### src/verilog/epp_pkg.sv
// Constants, encodings and state types of the EPP/ECP parallel port.
// Assumes one 250 MHz system clock and an I/O bus with separate read and write strobes.
package epp_pkg;

	// Register offsets from the decoded base
	localparam logic [15:0] OFF_DATA = 16'h0000;
	localparam logic [15:0] OFF_STATUS = 16'h0001;
	localparam logic [15:0] OFF_CONTROL = 16'h0002;
	localparam logic [15:0] OFF_ENH_ADDR = 16'h0003;
	localparam logic [15:0] OFF_ENH_DATA0 = 16'h0004;
	localparam logic [15:0] OFF_ENH_DATA3 = 16'h0007;
	localparam logic [15:0] OFF_FIFO = 16'h0400;
	localparam logic [15:0] OFF_CONFIG_B = 16'h0401;
	localparam logic [15:0] OFF_EXT_CTL = 16'h0402;

	// Mode codes of extended control bits 7-5
	localparam logic [2:0] MODE_STD = 3'h0;
	localparam logic [2:0] MODE_BIDIR = 3'h1;
	localparam logic [2:0] MODE_FIFO = 3'h2;
	localparam logic [2:0] MODE_EXT = 3'h3;
	localparam logic [2:0] MODE_ENH = 3'h4;
	localparam logic [2:0] MODE_RSVD = 3'h5;
	localparam logic [2:0] MODE_TEST = 3'h6;
	localparam logic [2:0] MODE_CFG = 3'h7;

	// Field positions
	localparam int CTL_DIR_BIT = 5;
	localparam int CTL_IRQEN_BIT = 4;
	localparam int CTL_SEL_BIT = 3;
	localparam int CTL_INIT_BIT = 2;
	localparam int CTL_AFD_BIT = 1;
	localparam int CTL_STB_BIT = 0;
	localparam int STAT_TMOUT_BIT = 0;
	localparam int DATA_RUN_BIT = 7;

	// Reset and fixed read values
	localparam logic [5:0] CTL_RESET = 6'h04;
	localparam logic [2:0] EXT_CTL_RESET = 3'h5;
	localparam logic [5:0] CONFIG_B_RESET = 6'h3F;
	localparam logic [7:0] CONFIG_A_VALUE = 8'h10;
	localparam logic [7:0] UNMAPPED_READ = 8'hFF;
	localparam logic [1:0] ONES2 = 2'h3;
	localparam logic [2:0] ONES3 = 3'h7;

	// Timing
	localparam int CLK_MHZ = 250;
	localparam int ENH_TIMEOUT_US = 10;
	localparam int ENH_TIMEOUT_CYC = ENH_TIMEOUT_US * CLK_MHZ;
	localparam int TX_SETUP_NS = 500;
	localparam int TX_SETUP_CYC = (TX_SETUP_NS * CLK_MHZ + 999) / 1000;
	localparam int TX_STROBE_NS = 500;
	localparam int TX_STROBE_CYC = (TX_STROBE_NS * CLK_MHZ + 999) / 1000;

	// Enhanced cycle sequencer
	typedef enum logic [2:0] {
		ENH_IDLE = 3'b001,
		ENH_HOLD = 3'b010,
		ENH_STRB = 3'b100
	} epp_enh_state_e;

	// Forward byte transmitter
	typedef enum logic [3:0] {
		TX_IDLE = 4'b0001,
		TX_SETUP = 4'b0010,
		TX_STRB = 4'b0100,
		TX_BUSY = 4'b1000
	} epp_tx_state_e;

endpackage

### src/verilog/epp_parallel_port.sv
// EPP/ECP parallel port controller: register set, enhanced cycles, shared FIFO and forward
// transmitter, reverse run-length decompression.
// Assumes I/O strobes and port pins are synchronous to clk_sys_i; address and write data
// stand stable while the write strobe is low and at the cycle of its rising edge.
`timescale 1ns/10ps
`default_nettype none

module epp_parallel_port
	import epp_pkg::*;
#(
	parameter int FIFO_DEPTH = 16,
	parameter int TIMEOUT_CYC = ENH_TIMEOUT_CYC
) (
	input wire logic clk_sys_i,
	input wire logic reset_i,
	input wire logic ce_i,
	input wire logic [15:0] io_addr_i,
	input wire logic io_wr_n_i,
	input wire logic io_rd_n_i,
	input wire logic [7:0] io_wdata_i,
	output logic [7:0] io_rdata_o,
	output logic io_ready_o,
	output logic irq_o,
	input wire logic [15:0] base_addr_config_i,
	input wire logic enhanced_option_config_i,
	input wire logic chip_mode_config_i,
	input wire logic legacy_handshake_i,
	input wire logic [7:0] port_lines_i,
	output logic [7:0] port_lines_o,
	output logic port_lines_oe_o,
	output logic strobe_out_o,
	output logic auto_feed_out_o,
	output logic select_in_out_o,
	output logic periph_init_n_o,
	input wire logic acknowledge_in_n_i,
	input wire logic busy_i,
	input wire logic paper_error_in_i,
	input wire logic select_i,
	input wire logic fault_in_n_i
);

	localparam int PW = $clog2(FIFO_DEPTH);
	localparam int CW = $clog2(TIMEOUT_CYC + 1);
	localparam logic [PW:0] FIFO_FULL_CNT = (PW + 1)'(FIFO_DEPTH);
	localparam logic [CW-1:0] TIMEOUT_LAST = CW'(TIMEOUT_CYC - 1);
	localparam logic [7:0] SETUP_LAST = 8'(TX_SETUP_CYC - 1);
	localparam logic [7:0] STROBE_LAST = 8'(TX_STROBE_CYC - 1);

	typedef struct packed {
		logic [2:0] mode;
		logic [2:0] ext_ctl;
		logic [5:0] ctl;
		logic [5:0] cfgb;
		logic [7:0] data_latch;
		logic tmout;
		logic wr_n_q;
		logic rd_n_q;
		logic ack_q;
		logic [7:0] rdata;
		logic irq;
		epp_enh_state_e enh_st;
		logic enh_wr;
		logic enh_addr;
		logic enh_seen_low;
		logic [7:0] enh_byte;
		logic [CW-1:0] enh_cnt;
		logic [FIFO_DEPTH-1:0][8:0] mem;
		logic [PW:0] wptr;
		logic [PW:0] rptr;
		logic [8:0] buf0;
		logic [8:0] buf1;
		logic [1:0] buf_cnt;
		epp_tx_state_e tx_st;
		logic [8:0] tx_byte;
		logic [7:0] tx_cnt;
		logic rle_pend;
		logic [6:0] rle_cnt;
		logic [7:0] rep;
		logic [8:0] rep_byte;
	} epp_state_s;

	epp_state_s s;
	epp_state_s next_s;

	logic wr_edge;
	logic rd_edge;
	logic [15:0] off;
	logic enh_on;
	logic dir_eff;
	logic fwd_mode;
	logic rev_mode;
	logic [PW:0] fcount;
	logic fifo_full;
	logic fifo_empty;
	logic push;
	logic pop;
	logic [8:0] push_data;
	logic [8:0] head;
	logic enh_start;
	logic enh_done;
	logic take;
	logic periph_wait_n;
	logic [7:0] status_rd;
	logic fifo_wr_addr;

	// Wait shares the busy pin while an enhanced cycle runs
	assign periph_wait_n = busy_i;

	// Next-state logic for the whole port
	always_comb begin
		next_s = s;
		push = 1'b0;
		pop = 1'b0;
		push_data = 9'h000;
		enh_start = 1'b0;
		enh_done = 1'b0;
		take = 1'b0;
		wr_edge = ~s.wr_n_q & io_wr_n_i;
		rd_edge = s.rd_n_q & ~io_rd_n_i;
		off = io_addr_i - base_addr_config_i;
		enh_on = (s.mode == MODE_ENH) && enhanced_option_config_i && chip_mode_config_i;
		dir_eff = s.ctl[CTL_DIR_BIT] && (s.mode != MODE_STD) && (s.mode != MODE_FIFO);
		fwd_mode = (s.mode == MODE_FIFO) || ((s.mode == MODE_EXT) && !s.ctl[CTL_DIR_BIT]);
		rev_mode = (s.mode == MODE_EXT) && s.ctl[CTL_DIR_BIT];
		fcount = s.wptr - s.rptr;
		fifo_full = (fcount == FIFO_FULL_CNT);
		fifo_empty = (s.wptr == s.rptr);
		head = s.mem[s.rptr[PW-1:0]];
		fifo_wr_addr = (off == OFF_FIFO) || ((off == OFF_DATA) && (s.mode == MODE_EXT));
		status_rd = {~busy_i, acknowledge_in_n_i, paper_error_in_i, select_i, fault_in_n_i,
			ONES2, (enh_on ? s.tmout : 1'b1)};
		next_s.wr_n_q = io_wr_n_i;
		next_s.rd_n_q = io_rd_n_i;
		next_s.ack_q = acknowledge_in_n_i;

		// Acknowledge rising edge interrupt, one cycle per edge
		next_s.irq = s.ctl[CTL_IRQEN_BIT] && !s.ack_q && acknowledge_in_n_i;

		// Host writes take effect on the trailing edge of the write strobe
		if (wr_edge) begin
			if (off == OFF_DATA) begin
				if ((s.mode == MODE_STD) || (s.mode == MODE_BIDIR)) begin
					next_s.data_latch = io_wdata_i;
				end else if (fwd_mode && (s.mode == MODE_EXT) && !fifo_full) begin
					push = 1'b1;
					push_data = {1'b1, io_wdata_i};
				end
			end else if (off == OFF_STATUS) begin
				if (io_wdata_i[STAT_TMOUT_BIT]) begin
					next_s.tmout = 1'b0;
				end
			end else if (off == OFF_CONTROL) begin
				next_s.ctl = io_wdata_i[5:0];
			end else if (enh_on && (off >= OFF_ENH_ADDR) && (off <= OFF_ENH_DATA3)) begin
				if (s.enh_st == ENH_IDLE) begin
					enh_start = 1'b1;
					next_s.enh_wr = 1'b1;
					next_s.enh_addr = (off == OFF_ENH_ADDR);
					next_s.enh_byte = io_wdata_i;
				end
			end else if (off == OFF_FIFO) begin
				if ((fwd_mode || (s.mode == MODE_TEST)) && !fifo_full) begin
					push = 1'b1;
					push_data = {1'b0, io_wdata_i};
				end
			end else if (off == OFF_CONFIG_B) begin
				if (s.mode == MODE_CFG) begin
					next_s.cfgb = io_wdata_i[5:0];
				end
			end else if (off == OFF_EXT_CTL) begin
				next_s.mode = io_wdata_i[7:5];
				next_s.ext_ctl = io_wdata_i[4:2];
			end
		end

		// Host reads are captured on the leading edge of the read strobe
		if (rd_edge) begin
			next_s.rdata = UNMAPPED_READ;
			if (off == OFF_DATA) begin
				next_s.rdata = port_lines_i;
			end else if (off == OFF_STATUS) begin
				next_s.rdata = status_rd;
			end else if (off == OFF_CONTROL) begin
				next_s.rdata = {ONES2, dir_eff, s.ctl[4:0]};
			end else if (enh_on && (off >= OFF_ENH_ADDR) && (off <= OFF_ENH_DATA3)) begin
				if (s.enh_st == ENH_IDLE) begin
					enh_start = 1'b1;
					next_s.enh_wr = 1'b0;
					next_s.enh_addr = (off == OFF_ENH_ADDR);
				end
			end else if (off == OFF_FIFO) begin
				if (s.mode == MODE_CFG) begin
					next_s.rdata = CONFIG_A_VALUE;
				end else if (((s.mode == MODE_TEST) || rev_mode) && !fifo_empty) begin
					next_s.rdata = head[7:0];
					pop = 1'b1;
				end
			end else if ((off == OFF_CONFIG_B) && (s.mode == MODE_CFG)) begin
				next_s.rdata = {1'b0, s.irq, s.cfgb};
			end else if (off == OFF_EXT_CTL) begin
				next_s.rdata = {s.mode, s.ext_ctl, fifo_full, fifo_empty};
			end
		end

		// Enhanced cycle sequencer with watchdog
		if (enh_start) begin
			next_s.enh_cnt = '0;
			next_s.enh_seen_low = 1'b0;
			if (!legacy_handshake_i && periph_wait_n) begin
				next_s.enh_st = ENH_HOLD;
			end else begin
				next_s.enh_st = ENH_STRB;
			end
		end else if (s.enh_st != ENH_IDLE) begin
			next_s.enh_cnt = s.enh_cnt + CW'(1);
			if (s.enh_cnt == TIMEOUT_LAST) begin
				next_s.enh_st = ENH_IDLE;
			end else begin
				unique case (s.enh_st)
					ENH_HOLD: begin
						if (!periph_wait_n) begin
							next_s.enh_st = ENH_STRB;
						end
					end
					ENH_STRB: begin
						if (!periph_wait_n) begin
							next_s.enh_seen_low = 1'b1;
						end
						if (periph_wait_n && (!legacy_handshake_i || s.enh_seen_low)) begin
							enh_done = 1'b1;
						end
					end
					default: begin
						next_s.enh_st = ENH_IDLE;
					end
				endcase
			end
		end
		if (enh_done) begin
			next_s.enh_st = ENH_IDLE;
			if (!s.enh_wr) begin
				next_s.rdata = port_lines_i;
			end
		end
		// Expiry sets the flag after any clear, so a timeout never gets lost
		if ((s.enh_st != ENH_IDLE) && (s.enh_cnt == TIMEOUT_LAST) && !enh_start) begin
			next_s.tmout = 1'b1;
		end

		// Reverse channel: acknowledge falling edge strobes a byte in, busy low marks a command
		if (rev_mode && (s.rep == 8'h00) && s.ack_q && !acknowledge_in_n_i) begin
			if (!busy_i && !port_lines_i[DATA_RUN_BIT]) begin
				next_s.rle_pend = 1'b1;
				next_s.rle_cnt = port_lines_i[6:0];
			end else if (!busy_i) begin
				next_s.rep = 8'h01;
				next_s.rep_byte = {1'b1, port_lines_i};
			end else begin
				next_s.rep = s.rle_pend ? ({1'b0, s.rle_cnt} + 8'h01) : 8'h01;
				next_s.rep_byte = {1'b0, port_lines_i};
				next_s.rle_pend = 1'b0;
			end
		end else if ((s.rep != 8'h00) && !fifo_full) begin
			push = 1'b1;
			push_data = s.rep_byte;
			next_s.rep = s.rep - 8'h01;
		end

		// Drain the FIFO into the two-entry buffer ahead of the transmitter
		if (fwd_mode && !fifo_empty && (s.buf_cnt != 2'h2)) begin
			pop = 1'b1;
		end
		take = (s.tx_st == TX_IDLE) && (s.buf_cnt != 2'h0) && fwd_mode;
		if (take) begin
			next_s.tx_byte = s.buf0;
			next_s.buf0 = s.buf1;
			next_s.buf_cnt = s.buf_cnt - 2'h1;
		end
		if (pop && fwd_mode) begin
			if (next_s.buf_cnt == 2'h0) begin
				next_s.buf0 = head;
			end else begin
				next_s.buf1 = head;
			end
			next_s.buf_cnt = next_s.buf_cnt + 2'h1;
		end

		// Shared FIFO pointers and storage
		if (push) begin
			next_s.mem[s.wptr[PW-1:0]] = push_data;
			next_s.wptr = s.wptr + (PW + 1)'(1);
		end
		if (pop) begin
			next_s.rptr = s.rptr + (PW + 1)'(1);
		end

		// Forward transmitter: data setup, strobe pulse, wait for busy to fall
		unique case (s.tx_st)
			TX_IDLE: begin
				if (take) begin
					next_s.tx_st = TX_SETUP;
					next_s.tx_cnt = SETUP_LAST;
				end
			end
			TX_SETUP: begin
				next_s.tx_cnt = s.tx_cnt - 8'h01;
				if (s.tx_cnt == 8'h00) begin
					next_s.tx_st = TX_STRB;
					next_s.tx_cnt = STROBE_LAST;
				end
			end
			TX_STRB: begin
				next_s.tx_cnt = s.tx_cnt - 8'h01;
				if (s.tx_cnt == 8'h00) begin
					next_s.tx_st = TX_BUSY;
				end
			end
			TX_BUSY: begin
				if (!busy_i) begin
					next_s.tx_st = TX_IDLE;
				end
			end
			default: begin
				next_s.tx_st = TX_IDLE;
			end
		endcase

		// Standard mode keeps the FIFO and everything fed from it cleared
		if (s.mode == MODE_STD) begin
			next_s.wptr = '0;
			next_s.rptr = '0;
			next_s.buf_cnt = 2'h0;
			next_s.tx_st = TX_IDLE;
			next_s.rep = 8'h00;
			next_s.rle_pend = 1'b0;
		end
		// Leaving enhanced mode mid-cycle drops the cycle instead of leaving strobes stuck
		if (!enh_on) begin
			next_s.enh_st = ENH_IDLE;
		end
	end

	// State register; clock enable freezes everything
	always_ff @(posedge clk_sys_i) begin
		if (reset_i) begin
			s <= '0;
			s.mode <= MODE_STD;
			s.ctl <= CTL_RESET;
			s.ext_ctl <= EXT_CTL_RESET;
			s.cfgb <= CONFIG_B_RESET;
			s.wr_n_q <= 1'b1;
			s.rd_n_q <= 1'b1;
			s.ack_q <= 1'b1;
			s.enh_st <= ENH_IDLE;
			s.tx_st <= TX_IDLE;
		end else if (ce_i) begin
			s <= next_s;
		end
	end

	// Host side answers; stall while an enhanced cycle runs or a FIFO write meets a full FIFO
	assign io_rdata_o = s.rdata;
	assign irq_o = s.irq;
	assign io_ready_o = (s.enh_st == ENH_IDLE) && !(!io_wr_n_i && fifo_wr_addr && fifo_full);

	// Pin drive: enhanced cycle, then transmitter, then reverse-channel auto feed, then plain control register
	always_comb begin
		port_lines_o = s.data_latch;
		port_lines_oe_o = ~dir_eff;
		strobe_out_o = ~s.ctl[CTL_STB_BIT];
		auto_feed_out_o = ~s.ctl[CTL_AFD_BIT];
		select_in_out_o = ~s.ctl[CTL_SEL_BIT];
		periph_init_n_o = s.ctl[CTL_INIT_BIT];
		if (s.enh_st != ENH_IDLE) begin
			port_lines_o = s.enh_byte;
			port_lines_oe_o = s.enh_wr;
			strobe_out_o = ~s.enh_wr;
			auto_feed_out_o = ~((s.enh_st == ENH_STRB) && !s.enh_addr);
			select_in_out_o = ~((s.enh_st == ENH_STRB) && s.enh_addr);
		end else if (s.tx_st != TX_IDLE) begin
			port_lines_o = s.tx_byte[7:0];
			port_lines_oe_o = 1'b1;
			strobe_out_o = (s.tx_st != TX_STRB);
			if (s.mode == MODE_EXT) begin
				auto_feed_out_o = ~s.tx_byte[8];
			end
		end else if (rev_mode) begin
			auto_feed_out_o = (s.rep != 8'h00); // Held high while run bytes still go in
		end
	end

endmodule // epp_parallel_port

`default_nettype wire

### config.mk
export PLATFORM = sky130hd
export DESIGN_NAME = epp_parallel_port
export DESIGN_NICKNAME = d
export VERILOG_FILES = /design/src/verilog/epp_pkg.sv /design/src/verilog/epp_parallel_port.sv
export SDC_FILE = /design/constraint.sdc
export NUM_CORES = 1
export LEC_CHECK = 0
export ABC_AREA = 0
export ABC_CLOCK_PERIOD_IN_PS = 5000
export BUFFER_PORTS_ARGS = -buffer_cell sky130_fd_sc_hd__buf_2
export CORE_ASPECT_RATIO = 0.75
export CORE_MARGIN = 1.5
export CORE_UTILIZATION = 32
export DETAILED_ROUTE_END_ITERATION = 10
export GPL_ROUTABILITY_DRIVEN = 0
export GPL_TIMING_DRIVEN = 1
export PLACE_DENSITY = 0.51
export SYNTH_ARGS = -nofsm -noshare
export SYNTH_HDL_FRONTEND = slang
export SYNTH_SLANG_ARGS = --single-unit
export TNS_END_PERCENT = 1
### constraint.sdc
create_clock -name clk_sys_i -period 5 [get_ports clk_sys_i]
set_input_delay 0 -clock clk_sys_i [delete_from_list [all_inputs] [get_ports clk_sys_i]]
set_output_delay 0 -clock clk_sys_i [all_outputs]
set_load 0.03 [all_outputs]
==> results of run 1 <==
## per-layer routing
layer  up-vias  wire [microns]  track usage, %
met1      6319           24200            30.0
li1       6216               -               -
met2       414           18200            25.3
met3        70            3070            3.42
met5         -               0               0
met4         0             958            4.05
## power groups by stage
stage	clock, mW	sequential (mW)	combinational, mW
6_report	2.39	2.28	0.410
4_1_cts	2.43	2.28	0.401
3_5_place_dp	0	2.34	0.380
2_1_floorplan	0	2.33	0.260
5_1_grt	2.52	2.28	0.446
3_3_place_gp	0	2.34	0.380
## worst paths after layout
check	depth (start not counted)	slack, ns	to
setup / recovery	9	0.68	s[88]
hold / removal	5	0.10	io_rdata_o[4]
hold reg to reg	2	0.45	s[133]
setup reg to reg	9	0.68	s[88]
## worst max-delay path, delay by kind of cell, from the launching register on
kind	cells	cell delay, ns
muxes	1	0.30
AOI/OAI and AO/OA	3	1.36
adders and majority gates	1	0.39
and+or+nand+nor	3	1.22
DFF	1	0.69
buffers and inverters	1	0.23
## logic make-up after synthesis
logic type,synth area share [%]
AOI/OAI and AO/OA,13.2
xor gates and xnor gates,1.26
adders and majority gates,2.68
buffers and inverters,4.57
DFF,37.5
muxes,21.2
and+or+nand+nor,19.6
## cells in the mapped netlist, drive strengths merged (9+ instances only)
library cell	count	share of area, %
o31ai	11	0.54
nor2b	11	0.45
clkbuf	77	1.9
mux2i	226	15
a21oi	82	2.7
a21o	12	0.59
o211ai	10	0.49
mux4	43	6.4
buf	34	1.5
nand2b	15	0.62
nor3	31	1.0
o21ai	72	2.4
nand3b	21	1.0
nor2	129	3.4
a31oi	14	0.57
or3	24	0.99
dfxtp	285	37
nand3	50	1.6
nor4	17	0.74
and2	12	0.49
nand2	264	6.5
a211oi	14	0.69
nor3b	9	0.44
inv	47	1.2
nand4	14	0.57
xnor2	11	0.63
and3	10	0.41
xor2	11	0.63
a22oi	13	1.4
ha	31	2.5
## stage by stage
stage	instance area (sq um)	power, mW	worst slack, ns	util, %
after floorplan	15200	2.59	1.12	-
after global placement	16100	2.72	0.742	34.2
after detailed placement	16100	2.72	0.686	34.2
after CTS	17600	5.12	0.658	37.3
after global routing	17600	5.25	0.376	37.3
final	17600	5.08	0.683	37.3
## layout make-up
class	instances	area [sq um]
Fill cell	4786	29600
Tap cell	639	800
Clock inverter	18	216
Inverter	47	181
Timing Repair Buffer	143	963
Sequential cell	285	5710
Clock buffer	38	841
Multi-Input combinational cell	1250	8860
## registers in the layout, indices dropped and copies added (netlist names)
name / cells
io_rdata_o: 8
irq_o: 1
periph_init_n_o: 1
s: 275
## repair_timing
item | in CTS | in global routing
hold endpoints to repair | 107 | 0
hold buffers | 38 | 0
resized for setup | 0 | 0
==> impl_metrics.toml, run 1 <==
[outcome]
outcome = "finished clean"

[die]
fp.coreArea_sq_um = 47100
io_pins = 84
num_rows = 69
die_h_microns = 192
die_w_microns = 255
dieArea_sq_um = 48900
start_util_pct = 32.3

[yosys]
syn_area_per_cell_sq_um = 9.00
syn-num-nets = 1786
synth-edff-count = 0
synth-seq-cells = 285
netlist_area_sq_um = 15200
ys_seq_area_share_pct = 37.5
synth_warnings = 0
ys_types = 76
syn_inst = 1693
async_flop_share_pct = 0
yosys_most_used_dff = "dfxtp_1"

[clock_tree]
cts_sinks = 285
cts.clk_slew.worst_paths_ns = 0.07
cts_setup_buffers = 0
clock_tree.htree_level_count = 1
cts_max_path_buffers = 3
cts-root-buf = "clkbuf_16"
numCtsBuffers = 30
clkLatencyLatePin_ns = 0.59
cts_tree = "done"

[worst_hold_path]
min_path_type = "input pin to flip-flop"
hold_start = "select_i"

[sta]
hold_slack_ns = 0.103
finalSetupTns_ns = 0
relSlewSlack_pct = 17.1
finalCritPeriodShare_pct = 86.3
tightestPinTransition_ns = 1.23
post-route-min-period_ns = 4.32
rsz0062_at_grt = "no"
setup_viol = 0
drv_slew = 0
fmax_mhz = 232
hold_viol = 0
fin_skew_ns = 0.0285

[routing]
drt_iter0_drc = 1272
ant_nets = 0
drc = 0
drt_wl_total_microns = 46400
num_vias = 13000
drtPass1Iterations = 6
wl_per_cell_microns = 19.2
via_per_inst = 5.38

[placement]
dp.cells = 2326
numPortBuffers = 83
dpl.hpwl_microns = 32700

[setup_path]
crit_slowest_cell = "a21oi_2"
required_ns = 5.48
critPathMaxFanout = 18
cp_cell_sequence = "inv_1, ha_1, o21a_1, or4_1, a221o_1, and3_1, a21oi_2, nand3b_1, mux2i_1"
crit-reg2reg-launch = "s[68]"
startpoint = "s[68]"
cp-end-kind = "flip-flop"
path_class = "flip-flop to flip-flop"
critPathLaunchType = "flip-flop"
crit_arrival_ns = 4.79
max_stage_delay_ns = 0.77

[global_routing]
grt_overflow = 0
grt_pass1_vias = 12100
grt_use_total_pct = 18.7
grt_pass1_wl_microns = 71400
antenna_found_initial = 2
grt_start_max_net_pins = 98

[power]
pwr-share-seq_pct = 45.0
p_per_area_nw_per_um2 = 289
p_comb_share_pct = 8.1
peakVddDrop_mv = 0.274
swShare_pct = 25.0
p_int_mw = 3.81
power_leakage_nw = 6.66
p_switching_mw = 1.27
clkPwrFrac_pct = 47.0

[flow_run]
max-cap-violations = 0

[cells_and_area]
diodes = 0
layout.cells.non_filler = 2420
num-nets-final = 1850
final_common_cell = "dfxtp_1"
layout-drive-gt1-share_pct = 13.7
syn_to_final_growth_pct = 15.3
mostFrequentLayoutCells = "dfxtp_1, nand2_1, mux2i_1"
(Power assumes the default switching activity.)
==> run 2: changes to the inputs <==
- PLACE_DENSITY: 0.51 -> default
==> run 2 against run 1 <==
Compared with the run above: wire length is 3.2% lower; via count is 1.1% higher; sequential cell count stayed put; critical path depth is 8 higher; combinational power is 2% lower; cell area is 0.36% lower; clock power hardly changed; global-route usage is 0.98 points lower; worst setup slack better by 0.029 ns; total power is 0.73% lower; non-clock buffer count is 6 lower; clock skew is 0.0014 ns lower; largest cell class unchanged.
==> impl_metrics.toml, run 2 (same netlist as run 1, synthesis figures left out) <==
[outcome]
outcome = "finished clean"

[worst_hold_path]
min_path_type = "input pin to flip-flop"

[placement]
dp_slack_ns = 0.727
numPortBuffers = 83
dp.cells = 2323
dpl.hpwl_microns = 31200
place_area_sq_um = 16100

[global_routing]
top_usage_layer = "met1"
grt_overflow = 0
met2_usage_pct = 25.8
grt_start_max_net_pins = 115
antenna_found_initial = 0
grt_use_total_pct = 17.8
grt_pass1_vias = 12200
grt_pass1_wl_microns = 68800
grt_use_met1_pct = 26.7
use_met3_pct = 3.70

[power]
power_leakage_nw = 6.63
peakVddDrop_mv = 0.227
p_per_area_nw_per_um2 = 288

[cells_and_area]
syn_to_final_growth_pct = 14.9
layout-drive-gt1-share_pct = 13.6
final_common_cell = "dfxtp_1"
largest_reg_flops = 275
layout.cells.non_filler = 2415
fin_area_sq_um = 17500
num-nets-final = 1845
mostFrequentLayoutCells = "dfxtp_1, nand2_1, mux2i_1"
regMostFlops = "s"
multi_input_area_sq_um = 8860
seq_area_sq_um = 5710
fill_cells = 4780
diodes = 0

[sta]
setup_viol = 0
relSlewSlack_pct = 19.6
fmax_mhz = 233
drv_slew = 0
finalSetupTns_ns = 0
rsz0062_at_grt = "no"
setup_slack_ns = 0.711
finalCritPeriodShare_pct = 85.8
fin_skew_ns = 0.0272
hold_viol = 0
post-route-min-period_ns = 4.29
tightestPinTransition_ns = 1.20

[die]
fp.coreArea_sq_um = 47100
num_rows = 69
die_w_microns = 255
dieArea_sq_um = 48900
start_util_pct = 32.3
io_pins = 84
die_h_microns = 192

[clock_tree]
cts_sinks = 285
cts_max_path_buffers = 3
cts_tree = "done"
cts-root-buf = "clkbuf_16"
cts_setup_buffers = 0
cts.clk_slew.worst_paths_ns = 0.06
cts.repair.resized = 0
numCtsBuffers = 31
cts_hold_buffers = 35
clkLatencyLatePin_ns = 0.58
clock_tree.htree_level_count = 1

[routing]
num_vias = 13200
wl_per_cell_microns = 18.6
drt_wl_total_microns = 45000
via_per_inst = 5.45
ant_nets = 0
drtPass1Iterations = 7
drc = 0
drt_iter0_drc = 1553

[setup_path]
critPathMaxFanout = 21
critPathLaunchType = "input pin"
path_class = "input pin to flip-flop"
crit_arrival_ns = 4.81
required_ns = 5.52
cp-end-kind = "flip-flop"

[flow_run]
max-cap-violations = 0
run 2: changes by cell type in the layout (fill, tap and decap cells not counted):
cell,before,now
clkinvlp_4,3,2
inv_6,1,3
clkinv_8,1,0
buf_4,23,20
clkinv_4,2,1
dlygate4sd3_1,38,35
clkbuf_16,30,31
bufinv_16,4,3
clkinv_2,8,10
run 2: final timing paths:
check	start	to	slack (ns)	cells past startpoint
max	io_addr_i[0]	s[244]	0.71	17
min	select_i	io_rdata_o[4]	0.08	5
max reg2reg	s[69]	s[78]	0.85	9
min reg2reg	s[137]	s[137]	0.45	2
run 2: layer usage:
layer / vias to the layer above / share of wire (%)
li1: 6212 / -
met2: 456 / 42
met1: 6429 / 49
met5: - / 0
met3: 70 / 7.5
met4: 0 / 1.8
run 2: worst max-delay path: stages:
cell,delay [ns]
buf_2,0.09
inv_1,0.05
ha_1,0.19
fa_1,0.23
nor2b_1,0.08
o31ai_1,0.59
a21oi_1,0.23
a311oi_1,0.30
o22ai_1,0.19
nor4_2,0.56
buf_4,0.34
nand4_1,0.11
buf_4,0.24
or3_1,0.32
dlygate4sd3_1,0.56
a21oi_1,0.15
dlygate4sd3_1,0.55
run 2: through the flow:
stage | util, % | hold slack, ns | total power [mW]
2_1_floorplan | - | 0.125 | 2.59
3_3_place_gp | 34.2 | 0.246 | 2.70
3_5_place_dp | 34.2 | 0.253 | 2.71
4_1_cts | 37.1 | 0.0410 | 5.08
5_1_grt | 37.1 | 0.0608 | 5.21
6_report | 37.1 | 0.0755 | 5.04
run 2: cell type report:
cell class,count,area share [%]
well taps,639,4.57
flip-flops and latches,285,32.6
repair buffers,137,5.20
clock buffers,39,4.95
clock inverters,18,1.04
multi-input cells,1250,50.6
inverters,47,1.04
run 2: power breakdown:
group          switching (mW)  internal [mW]  total [mW]
Sequential            0.00545           2.28        2.28
Clock                   0.979           1.38        2.36
Combinational           0.272          0.131       0.403
